==> src/orb_pkg.sv <==
// package: register map, field layout and timing constants of the output routing/brake block
package orb_pkg;
    localparam int CLK_HZ = 50_000_000;
    localparam real MS_PER_S = 1000.0;
    localparam int MS_CYCLES = 50_000; // 1 ms at 50 MHz
    localparam int NUM_OUT = 4;
    localparam int NUM_PIN = NUM_OUT + 1;

    localparam logic [7:0] A_CTRL = 8'h00;
    localparam logic [7:0] A_POL = 8'h04;
    localparam logic [7:0] A_MAN_EN = 8'h08;
    localparam logic [7:0] A_MAN_VAL = 8'h0C;
    localparam logic [7:0] A_ROUTE_EN = 8'h10;
    localparam logic [7:0] A_ROUTE0 = 8'h14;
    localparam logic [7:0] A_MODE = 8'h28;
    localparam logic [7:0] A_BRK_T1 = 8'h2C;
    localparam logic [7:0] A_BRK_T4 = 8'h38;
    localparam logic [7:0] A_BRK_FREQ = 8'h3C;
    localparam logic [7:0] A_BRK_DUTY = 8'h40;
    localparam logic [7:0] A_STATUS = 8'h44;
    localparam logic [7:0] A_CFG1 = 8'h48;
    localparam logic [7:0] A_CFG5 = 8'h4C;

    localparam int GEN_OUT_BASE = 16;
    localparam int BRAKE_BIT = 0;
    localparam int AUTO_BRAKE_BIT = 2;
    localparam int GATE_INV_BIT = 7;
    localparam logic [7:0] SRC_ONE = 8'h00;
    localparam logic [7:0] SRC_ZERO = 8'h01;
    localparam logic [7:0] SRC_ENC_LO = 8'h02;
    localparam logic [7:0] SRC_ENC_HI = 8'h08;
    localparam logic [7:0] SRC_POS_LO = 8'h09;
    localparam logic [7:0] SRC_POS_HI = 8'h0F;
    localparam logic [7:0] SRC_PWM = 8'h10;
    localparam logic [7:0] SRC_PWM_N = 8'h11;
    localparam int FAST_PINS = 3;
    localparam int FAST_HZ = 10_000;
    localparam int SLOW_HZ = 500;
    localparam int SLOW_CYCLES = CLK_HZ / SLOW_HZ / 2;

    localparam logic [15:0] FREQ_MAX = 16'h07D0; // 2000 Hz
    localparam logic [15:0] FREQ_MIN = 16'h0001;
    localparam logic [6:0] DUTY_MIN = 7'h02;
    localparam logic [6:0] DUTY_MAX = 7'h64;
    localparam logic [15:0] FREQ_RST = 16'h07D0;
    localparam logic [6:0] DUTY_RST = 7'h64;
    localparam logic [15:0] T_RST = 16'h0000;

    typedef struct packed {
        logic [7:0] src;
        logic gate_inv;
        logic [6:0] gate_bit;
    } orb_route_t;

    typedef struct packed {
        logic current_on;
        logic brake_released;
        logic motion_ok;
    } orb_drive_t;
endpackage

==> src/orb_top.sv <==
// file: output stage with polarity, manual override, routing, brake sequencer and brake PWM
// ==========================================================================
// Overview of operation
// RL1: general output n follows control word bit 15+n.
// RL2: control bits 0..15 are special; bit 0 drives the brake output.
// RL3: polarity bit clear gives high for one; set gives low.
// RL4: manual-override bit selects manual value word bit, brake included.
// RL5: first and fifth configuration entries do nothing.
// RL6: routing enable of one puts every output into routing mode.
// RL7: in routing mode polarity and manual override are ignored.
// RL8: five routing entries: brake, then outputs 1 to 4.
// RL9: entry upper byte selects source, lower byte selects gate bit.
// RL10: entry bit 7 inverts the gate sense.
// RL11: source 00 constant one, source 01 constant zero.
// RL12: sources 02..08 encoder pulses divided by 1..64.
// RL13: sources 09..0F position pulses divided by 1..64.
// RL14: source 10 brake PWM, source 11 inverted brake PWM.
// RL15: brake, outputs 1 and 2 fast; others limited to 500 Hz.
// RL16: automatic brake acts only in operation enabled; else engaged.
// RL17: mode bit 2 selects automatic brake, else control bit 0.
// RL18: enable: current on, delay 3, release, delay 4, allow motion.
// RL19: disable: stop, delay 1, engage, delay 2, current off.
// RL20: released brake carries PWM at set hertz, at most 2000.
// RL21: duty 2 to 100 percent; 100 holds output on.
// RL22: out-of-range frequency or duty writes are rejected.
// RL23: each delay counts milliseconds before the next step starts.
`timescale 1ns/1ps
`default_nettype none
module orb_top
    import orb_pkg::*;
#(
    parameter int MS_CNT = MS_CYCLES
) (
    input wire logic I_CLOCK,
    input wire logic I_RST_B,
    input wire logic [7:0] I_ADDR,
    input wire logic [31:0] I_WDATA,
    input wire logic I_WR,
    input wire logic I_RD,
    output logic [31:0] O_RDATA,
    input wire logic I_OP_ENABLED,
    input wire logic I_ENC_PULSE,
    input wire logic I_POS_PULSE,
    input wire logic I_MOTOR_STOPPED,
    output logic [NUM_PIN-1:0] O_PIN_OE,
    output logic [NUM_PIN-1:0] O_PIN_LVL,
    output logic O_CURRENT_ON,
    output logic O_STOP_REQ,
    output logic O_MOTION_OK
);
    // ======================================================================
    // synchronisers
    // pins and the drive state come from outside this clock: two flops before use
    logic [2:0] sync1_r, sync2_r, prev_r;
    always_ff @(posedge I_CLOCK or negedge I_RST_B) begin
        if (!I_RST_B) begin
            sync1_r <= 3'h0;
            sync2_r <= 3'h0;
            prev_r <= 3'h0;
        end else begin
            sync1_r <= {I_OP_ENABLED, I_POS_PULSE, I_ENC_PULSE};
            sync2_r <= sync1_r;
            prev_r <= sync2_r;
        end
    end
    wire logic op_en = sync2_r[2];
    wire logic enc_rise = sync2_r[0] && !prev_r[0];
    wire logic pos_rise = sync2_r[1] && !prev_r[1];

    logic stop_s1_r, stop_s2_r;
    always_ff @(posedge I_CLOCK or negedge I_RST_B) begin
        if (!I_RST_B) begin
            stop_s1_r <= 1'b0;
            stop_s2_r <= 1'b0;
        end else begin
            stop_s1_r <= I_MOTOR_STOPPED;
            stop_s2_r <= stop_s1_r;
        end
    end

    // ======================================================================
    // registers
    logic [31:0] ctrl_r, pol_r, man_en_r, man_val_r, mode_r, cfg1_r, cfg5_r;
    logic route_en_r;
    orb_route_t route_r [NUM_PIN];
    logic [15:0] t_r [4];
    logic [15:0] freq_r;
    logic [6:0] duty_r;
    logic brake_rel_r;
    typedef enum {S_OFF, S_D3, S_D4, S_ON, S_STOP, S_D1, S_D2} orb_state_t;
    orb_state_t st_r;

    function automatic logic hit(input logic [7:0] a, input logic [7:0] base, input int n);
        hit = (a >= base) && (a < 8'(int'(base) + 4 * n)) && (a[1:0] == 2'h0);
    endfunction

    always_ff @(posedge I_CLOCK or negedge I_RST_B) begin
        if (!I_RST_B) begin
            ctrl_r <= 32'h0;
            pol_r <= 32'h0;
            man_en_r <= 32'h0;
            man_val_r <= 32'h0;
            mode_r <= 32'h0;
            cfg1_r <= 32'h0;
            cfg5_r <= 32'h0;
            route_en_r <= 1'b0;
            freq_r <= FREQ_RST;
            duty_r <= DUTY_RST;
            for (int i = 0; i < NUM_PIN; i++) begin
                route_r[i] <= '0;
            end
            for (int i = 0; i < 4; i++) begin
                t_r[i] <= T_RST;
            end
        end else if (I_WR) begin
            case (I_ADDR)
                A_CTRL: ctrl_r <= I_WDATA;
                A_POL: pol_r <= I_WDATA;
                A_MAN_EN: man_en_r <= I_WDATA;
                A_MAN_VAL: man_val_r <= I_WDATA;
                A_ROUTE_EN: route_en_r <= I_WDATA[0]; // RL6
                A_MODE: mode_r <= I_WDATA;
                A_CFG1: cfg1_r <= I_WDATA; // RL5
                A_CFG5: cfg5_r <= I_WDATA; // RL5
                A_BRK_FREQ: begin
                    if (I_WDATA <= 32'(FREQ_MAX) && I_WDATA >= 32'(FREQ_MIN)) begin // RL22 RL20
                        freq_r <= I_WDATA[15:0];
                    end
                end
                A_BRK_DUTY: begin
                    if (I_WDATA <= 32'(DUTY_MAX) && I_WDATA >= 32'(DUTY_MIN)) begin // RL22 RL21
                        duty_r <= I_WDATA[6:0];
                    end
                end
                default: begin
                    for (int i = 0; i < NUM_PIN; i++) begin
                        if (I_ADDR == 8'(int'(A_ROUTE0) + 4 * i)) begin
                            route_r[i] <= orb_route_t'(I_WDATA[15:0]); // RL8 RL9
                        end
                    end
                    for (int i = 0; i < 4; i++) begin
                        if (I_ADDR == 8'(int'(A_BRK_T1) + 4 * i)) begin
                            t_r[i] <= I_WDATA[15:0];
                        end
                    end
                end
            endcase
        end
    end

    // read data stands one cycle after the strobe; unmapped reads give zero
    always_ff @(posedge I_CLOCK or negedge I_RST_B) begin
        if (!I_RST_B) begin
            O_RDATA <= 32'h0;
        end else if (I_RD) begin
            O_RDATA <= 32'h0;
            case (I_ADDR)
                A_CTRL: O_RDATA <= ctrl_r;
                A_POL: O_RDATA <= pol_r;
                A_MAN_EN: O_RDATA <= man_en_r;
                A_MAN_VAL: O_RDATA <= man_val_r;
                A_ROUTE_EN: O_RDATA <= {31'h0, route_en_r};
                A_MODE: O_RDATA <= mode_r;
                A_CFG1: O_RDATA <= cfg1_r;
                A_CFG5: O_RDATA <= cfg5_r;
                A_BRK_FREQ: O_RDATA <= {16'h0, freq_r};
                A_BRK_DUTY: O_RDATA <= {25'h0, duty_r};
                A_STATUS: O_RDATA <= {24'h0, O_PIN_LVL, O_MOTION_OK, brake_rel_r, O_CURRENT_ON};
                default: begin
                    for (int i = 0; i < NUM_PIN; i++) begin
                        if (I_ADDR == 8'(int'(A_ROUTE0) + 4 * i)) begin
                            O_RDATA <= {16'h0, route_r[i]};
                        end
                    end
                    for (int i = 0; i < 4; i++) begin
                        if (I_ADDR == 8'(int'(A_BRK_T1) + 4 * i)) begin
                            O_RDATA <= {16'h0, t_r[i]};
                        end
                    end
                end
            endcase
        end
    end

    // ======================================================================
    // millisecond tick and brake sequencer
    logic [31:0] ms_div_r;
    logic ms_tick;
    orb_state_t st_d_r;
    logic seq_step;
    // a free-running tick would cut the first millisecond of a delay short,
    // so the divider restarts on every sequencer step and each delay lasts in full
    always_ff @(posedge I_CLOCK or negedge I_RST_B) begin
        if (!I_RST_B) begin
            st_d_r <= S_OFF;
        end else begin
            st_d_r <= st_r;
        end
    end
    assign seq_step = (st_r != st_d_r);

    always_ff @(posedge I_CLOCK or negedge I_RST_B) begin
        if (!I_RST_B) begin
            ms_div_r <= 32'h0;
        end else if (seq_step) begin
            ms_div_r <= 32'h0; // RL23
        end else if (ms_div_r == 32'(MS_CNT - 1)) begin
            ms_div_r <= 32'h0;
        end else begin
            ms_div_r <= ms_div_r + 32'h1;
        end
    end
    assign ms_tick = !seq_step && (ms_div_r == 32'(MS_CNT - 1)); // RL23

    logic [15:0] wait_r;
    wire logic waited = (wait_r == 16'h0);
    orb_drive_t drv;
    always_ff @(posedge I_CLOCK or negedge I_RST_B) begin
        if (!I_RST_B) begin
            st_r <= S_OFF;
            wait_r <= 16'h0;
        end else begin
            if (!waited && ms_tick) begin
                wait_r <= wait_r - 16'h1; // RL23
            end
            case (st_r)
                S_OFF: if (op_en) begin
                    st_r <= S_D3;
                    wait_r <= t_r[2]; // RL18
                end
                S_D3: if (waited) begin
                    st_r <= S_D4;
                    wait_r <= t_r[3]; // RL18
                end
                S_D4: if (waited) begin
                    st_r <= S_ON;
                end
                S_ON: if (!op_en) begin
                    st_r <= S_STOP;
                end
                S_STOP: if (stop_s2_r) begin
                    st_r <= S_D1;
                    wait_r <= t_r[0]; // RL19
                end
                S_D1: if (waited) begin
                    st_r <= S_D2;
                    wait_r <= t_r[1]; // RL19
                end
                S_D2: if (waited) begin
                    st_r <= S_OFF;
                end
                default: st_r <= S_OFF;
            endcase
        end
    end

    always_comb begin
        drv.current_on = (st_r != S_OFF);
        drv.brake_released = (st_r == S_D4) || (st_r == S_ON) || (st_r == S_STOP)
            || (st_r == S_D1); // RL16
        drv.motion_ok = (st_r == S_ON);
    end
    assign O_CURRENT_ON = drv.current_on;
    assign O_MOTION_OK = drv.motion_ok;
    assign O_STOP_REQ = (st_r == S_STOP);

    // ======================================================================
    // brake PWM: period in clocks = CLK_HZ/freq, high part = period*duty/100
    logic [31:0] pwm_cnt_r, period_r, high_r;
    logic pwm_r;
    always_ff @(posedge I_CLOCK or negedge I_RST_B) begin
        if (!I_RST_B) begin
            period_r <= 32'h1;
            high_r <= 32'h1;
            pwm_cnt_r <= 32'h0;
            pwm_r <= 1'b0;
        end else begin
            // a divide on every clock is costly; a plain divider is kept for clarity
            // a frequency of zero is refused on write, so the divide never sees zero
            period_r <= 32'(CLK_HZ) / 32'(freq_r); // RL20
            high_r <= 32'((64'(period_r) * 64'(duty_r)) / 64'(DUTY_MAX)); // RL21
            pwm_cnt_r <= (pwm_cnt_r >= period_r - 32'h1) ? 32'h0 : pwm_cnt_r + 32'h1;
            pwm_r <= (duty_r == DUTY_MAX) || (pwm_cnt_r < high_r); // RL21
        end
    end

    // the sequencer owns the brake only in automatic mode; otherwise control bit 0 does
    always_ff @(posedge I_CLOCK or negedge I_RST_B) begin
        if (!I_RST_B) begin
            brake_rel_r <= 1'b0;
        end else if (mode_r[AUTO_BRAKE_BIT]) begin
            brake_rel_r <= drv.brake_released; // RL17 RL16
        end else begin
            brake_rel_r <= ctrl_r[BRAKE_BIT]; // RL17 RL2
        end
    end

    // ======================================================================
    // divided pulse sources: toggle per 2^(k-1) pulses, k=0 passes pulse through
    logic [6:0] enc_cnt_r, pos_cnt_r;
    logic enc_r, pos_r;
    always_ff @(posedge I_CLOCK or negedge I_RST_B) begin
        if (!I_RST_B) begin
            enc_cnt_r <= 7'h0;
            pos_cnt_r <= 7'h0;
        end else begin
            if (enc_rise) enc_cnt_r <= enc_cnt_r + 7'h1; // RL12
            if (pos_rise) pos_cnt_r <= pos_cnt_r + 7'h1; // RL13
        end
    end

    function automatic logic div_sel(input logic raw, input logic [6:0] cnt,
                                     input logic [2:0] k);
        div_sel = (k == 3'h0) ? raw : cnt[k-3'h1];
    endfunction

    // ======================================================================
    // output selection per pin; index 0 is the brake
    logic [NUM_PIN-1:0] lvl_nxt, lvl_r;
    logic slow_tick;
    logic [31:0] slow_cnt_r;
    always_comb begin
        logic [7:0] s;
        logic on;
        logic v;
        int cb;
        s = 8'h0;
        on = 1'b0;
        v = 1'b0;
        cb = 0;
        lvl_nxt = '0;
        for (int i = 0; i < NUM_PIN; i++) begin
            cb = (i == 0) ? BRAKE_BIT : GEN_OUT_BASE + i - 1; // RL1 RL2
            if (route_en_r) begin // RL6 RL7
                s = route_r[i].src;
                // only the low five gate bits can reach the 32-bit control word
                on = ctrl_r[route_r[i].gate_bit[4:0]] ^ route_r[i].gate_inv; // RL10
                if (s == SRC_ONE) v = 1'b1; // RL11
                else if (s == SRC_ZERO) v = 1'b0; // RL11
                else if (s <= SRC_ENC_HI) v = div_sel(sync2_r[0], enc_cnt_r, 3'(s - SRC_ENC_LO));
                else if (s <= SRC_POS_HI) v = div_sel(sync2_r[1], pos_cnt_r, 3'(s - SRC_POS_LO));
                else if (s == SRC_PWM) v = pwm_r; // RL14
                else if (s == SRC_PWM_N) v = !pwm_r; // RL14
                else v = 1'b0;
                lvl_nxt[i] = on && v;
            end else begin
                if (man_en_r[cb]) v = man_val_r[cb]; // RL4
                else if (i == 0) v = brake_rel_r && pwm_r; // RL20
                else v = ctrl_r[cb];
                lvl_nxt[i] = v ^ pol_r[cb]; // RL3
            end
        end
    end

    // slow pins update at most every SLOW_CYCLES, capping them near 500 Hz
    always_ff @(posedge I_CLOCK or negedge I_RST_B) begin
        if (!I_RST_B) begin
            slow_cnt_r <= 32'h0;
            lvl_r <= '0;
        end else begin
            slow_cnt_r <= (slow_cnt_r == 32'(SLOW_CYCLES - 1)) ? 32'h0 : slow_cnt_r + 32'h1;
            for (int i = 0; i < NUM_PIN; i++) begin
                if (i < FAST_PINS || slow_tick) lvl_r[i] <= lvl_nxt[i]; // RL15
            end
        end
    end
    assign slow_tick = (slow_cnt_r == 32'h0);
    // open drain: low level pulls, high level releases
    assign O_PIN_LVL = lvl_r;
    assign O_PIN_OE = ~lvl_r;
endmodule
`default_nettype wire

==> config.mk <==
export PLATFORM = sky130hd
export DESIGN_NAME = orb_top
export DESIGN_NICKNAME = d
export VERILOG_FILES = /design/src/orb_pkg.sv /design/src/orb_top.sv
export SDC_FILE = /design/constraint.sdc
export NUM_CORES = 2
export LEC_CHECK = 0
export ABC_AREA = 1
export BUFFER_PORTS_ARGS = -buffer_cell sky130_fd_sc_hd__buf_2
export CAP_MARGIN = 20
export CORE_ASPECT_RATIO = 1.25
export CORE_UTILIZATION = 45
export DETAILED_ROUTE_END_ITERATION = 8
export PLACE_DENSITY_LB_ADDON = 0.1
export SETUP_SLACK_MARGIN = 0.2
export SYNTH_ARGS = -nofsm -noshare
export SYNTH_HDL_FRONTEND = slang
export SYNTH_SLANG_ARGS = --single-unit
==> constraint.sdc <==
create_clock -name I_CLOCK -period 80.8 [get_ports I_CLOCK]
set_input_delay 8.08 -clock I_CLOCK [delete_from_list [all_inputs] [get_ports I_CLOCK]]
set_output_delay 8.08 -clock I_CLOCK [all_outputs]
set_load 0.01 [all_outputs]
==> impl_metrics.tcl <==
set metrics [dict create \
    synth_nets 10500 \
    hold_class "reg -> reg" \
    cts_tree "yes" \
    yosysWarnings 0 \
    leakagePower_nw 37.7 \
    slowest_stage "dfrtp_1" \
    setup_violations 0 \
    critPathLaunchType "flip-flop" \
    postSynthCellCount 9742 \
    fin_crit_sh 0.899 \
    crit_top_cell "a21oi_1" \
    die_area_um2 154000 \
    h-tree-depth 3 \
    synth.largest_area_cell "dfrtp_1" \
    maxSlewHeadroom 0.254 \
    clockBufferDepth 3 \
    critPathRequiredTime_ns 81.43 \
    use_met3 0.0284 \
    fin_tns_setup_ns 0 \
    drc 0 \
    synthesis.area_um2 68400 \
    drtPass1Iterations 5 \
    cts_made_buffers 77 \
    slowest_delay_ns 0.42 \
    finalPower_uw 958 \
    portBuffers 92 \
    drv_cap 0 \
    antenna_left 0 \
    drive_above_1_share 0.112 \
    synth_top_area_frac 0.229 \
    antenna_found_initial 6 \
    max_freq_mhz 13.8 \
    clock_latency_ns 0.72 \
    grt_max_degree 99 \
    yosysUniqueCellTypes 103 \
    grt_use_total 0.272 \
    grt_pass1_wl_um 336000 \
    place_area_um2 70500 \
    synth-seq-cells 637 \
    yosysMostFrequentCell "nand2_1" \
    ys.flop_type "dfrtp_1" \
    critPathKind "reg -> reg" \
    ys_top_cells_by_area "dfrtp_1 (23%), nand2_1 (12%), ha_1 (9.5%)" \
    cp_max_fo 36 \
    arrival_ns 73.26 \
    grt_setup_unrepaired "false" \
    synth_common_cells "nand2_1 (2,204), inv_1 (1,297), o21ai_0 (907)" \
    core-area_um2 151000 \
    slew_viol_final 0 \
    power.density_nw_per_um2 13.0 \
    ctsHoldBuffers 0 \
    finClkSkew_ns 0.0771 \
    path_clk_slew_ns 0.06 \
    place_hpwl_um 159000 \
    num_rows 159 \
    finalCriticalPeriod_ns 72.63 \
    gp_congestion 0.936 \
    ys_seq_area_frac 0.233 \
    layout.nets 10400 \
    nFillCells 15300 \
    die_w_um 351 \
    async_reset_ff_frac 1.00 \
    outcome "finished clean" \
    ioPinCount 93 \
    cts_root_buffer "clkbuf_16" \
    vias_per_cell 5.44 \
    die_h_um 438 \
    grt.busiest_layer "met2" \
    clock-sinks 637 \
    synth.avg_cell_area_um2 7.02 \
    drt_wl_total_um 211000 \
    vias 64100 \
    synth_edf_count 0 \
    fin_area_um2 73900 \
    drt_iter0_drc 4224 \
    use_met2 0.475 \
    grt-ovfl-total 0 \
    worst_pin_slew_ns 1.11 \
    cp-end-kind "flip-flop" \
    grt_pass1_vias 62100 \
    wl_per_cell_um 17.9 \
    area_growth_pct 8.05 \
    ir_worst_vdd_mv 0.0157 \
    hold_viol_final 0 \
    gr-usage-met1 0.351 \
    start_util 0.454 \
]
sequential cells by signal (all words and copies together) (netlist names), 32 cells and up:
signal and count:
route_r 80, t_r 64, O_RDATA 32, cfg1_r 32, cfg5_r 32, ctrl_r 32, high_r 32, man_en_r 32
man_val_r 32, mode_r 32, ms_div_r 32, period_r 32, pol_r 32, pwm_cnt_r 32, slow_cnt_r 32
per-stage QoR:
stage | utilization | setup slack [ns] | std cells | hold slack [ns]
2_1_floorplan | - | 7.96 | 9742 | 0.331
3_3_place_gp | 0.468 | 3.69 | 11600 | 0.332
3_5_place_dp | 0.468 | 1.43 | 11600 | 0.337
4_1_cts | 0.486 | 1.17 | 11700 | 0.355
5_1_grt | 0.491 | 0.000149 | 11800 | 0.356
6_report | 0.491 | 8.17 | 11800 | 0.353
cell usage in the layout (no fill, tap or decap), types with 25 or more instances in the layout:
master	netlist	routed
nand2_1	2204	2196
inv_1	1297	1293
o21ai_0	907	891
dfrtp_1	626	625
nor2_1	633	617
a21oi_1	535	527
ha_1	520	520
nand3_1	420	420
xor2_1	335	335
nand2_2	206	213
xnor2_1	166	166
fa_1	149	149
nand4_1	129	129
nor3_1	123	119
nand2_4	113	114
buf_4	1	100
o21bai_1	98	98
buf_2	2	91
clkbuf_16	0	77
o21ai_1	57	72
inv_2	74	70
nor2_2	51	64
o211ai_1	64	64
o22ai_1	58	58
a221oi_1	47	47
nand3_2	43	42
nor4_1	42	42
o21a_1	41	41
nor2_4	35	41
o21ai_2	35	35
a31oi_1	30	30
or2_2	27	27
nand4_2	24	25
o2111ai_1	26	25
worst paths after layout:
kind | start | slack, ns | end | depth (start not counted)
max | freq_r[13] | 8.17 | period_r[0] | 506
min | sync1_r[2] | 0.35 | sync2_r[2] | 0
max reg2reg | freq_r[13] | 8.17 | period_r[0] | 506
min reg2reg | sync1_r[2] | 0.35 | sync2_r[2] | 0
max in group asynchronous | I_RST_B | 69.64 | slow_cnt_r[20] | 5
min in group asynchronous | I_RST_B | 7.39 | enc_cnt_r[1] | 1
report_power, final:
group          leakage, nW  internal (mW)  switching [mW]
clock network         1.30          0.212           0.159
logic                 28.2         0.0758           0.147
registers             8.14          0.339          0.0250
total                 37.7          0.627           0.331
critical path: cells and delay by family (launching register included):
kind	cells	cell delay, ns
adder cells (fa/ha/maj)	30	9.82
AND/OR/NAND/NOR	193	21.78
buffers and inverters	63	7.41
AO/OA/AOI/OAI	220	33.01
flip-flops	1	0.42
layout make-up:
cell class / count / area (um^2) / share of cell area
repair inverters: 3 / 21.3 / 0.000288
clock inverters: 37 / 547 / 0.00739
diodes: 1 / 2.50 / 0.0000338
inverters: 1411 / 5470 / 0.0740
flip-flops and latches: 637 / 16000 / 0.216
repair buffers: 203 / 1420 / 0.0192
multi-input cells: 7391 / 45800 / 0.620
clock buffers: 101 / 2170 / 0.0293
well taps: 2012 / 2520 / 0.0340
layer usage:
metal  routed length [um]  part of all wire
met1                93200              0.44
met2               102000              0.48
met3                 9150             0.043
met4                 6280             0.030
met5                   29           0.00014
logic make-up after synthesis:
| logic type | Yosys count | share of synthesized area |
|---|---|---|
| adder cells (fa/ha/maj) | 669 | 0.139 |
| flip-flops | 637 | 0.233 |
| AO/OA/AOI/OAI | 2068 | 0.175 |
| XOR/XNOR | 506 | 0.0655 |
| AND/OR/NAND/NOR | 4140 | 0.286 |
| buffers and inverters | 1718 | 0.101 |
| multiplexers | 4 | 0.000585 |
repair_timing:
item	in CTS	in global routing
endpoints found under the setup margin	0	3
setup buffers	0	36
resized for setup	0	89
(Power assumes the default switching activity.)
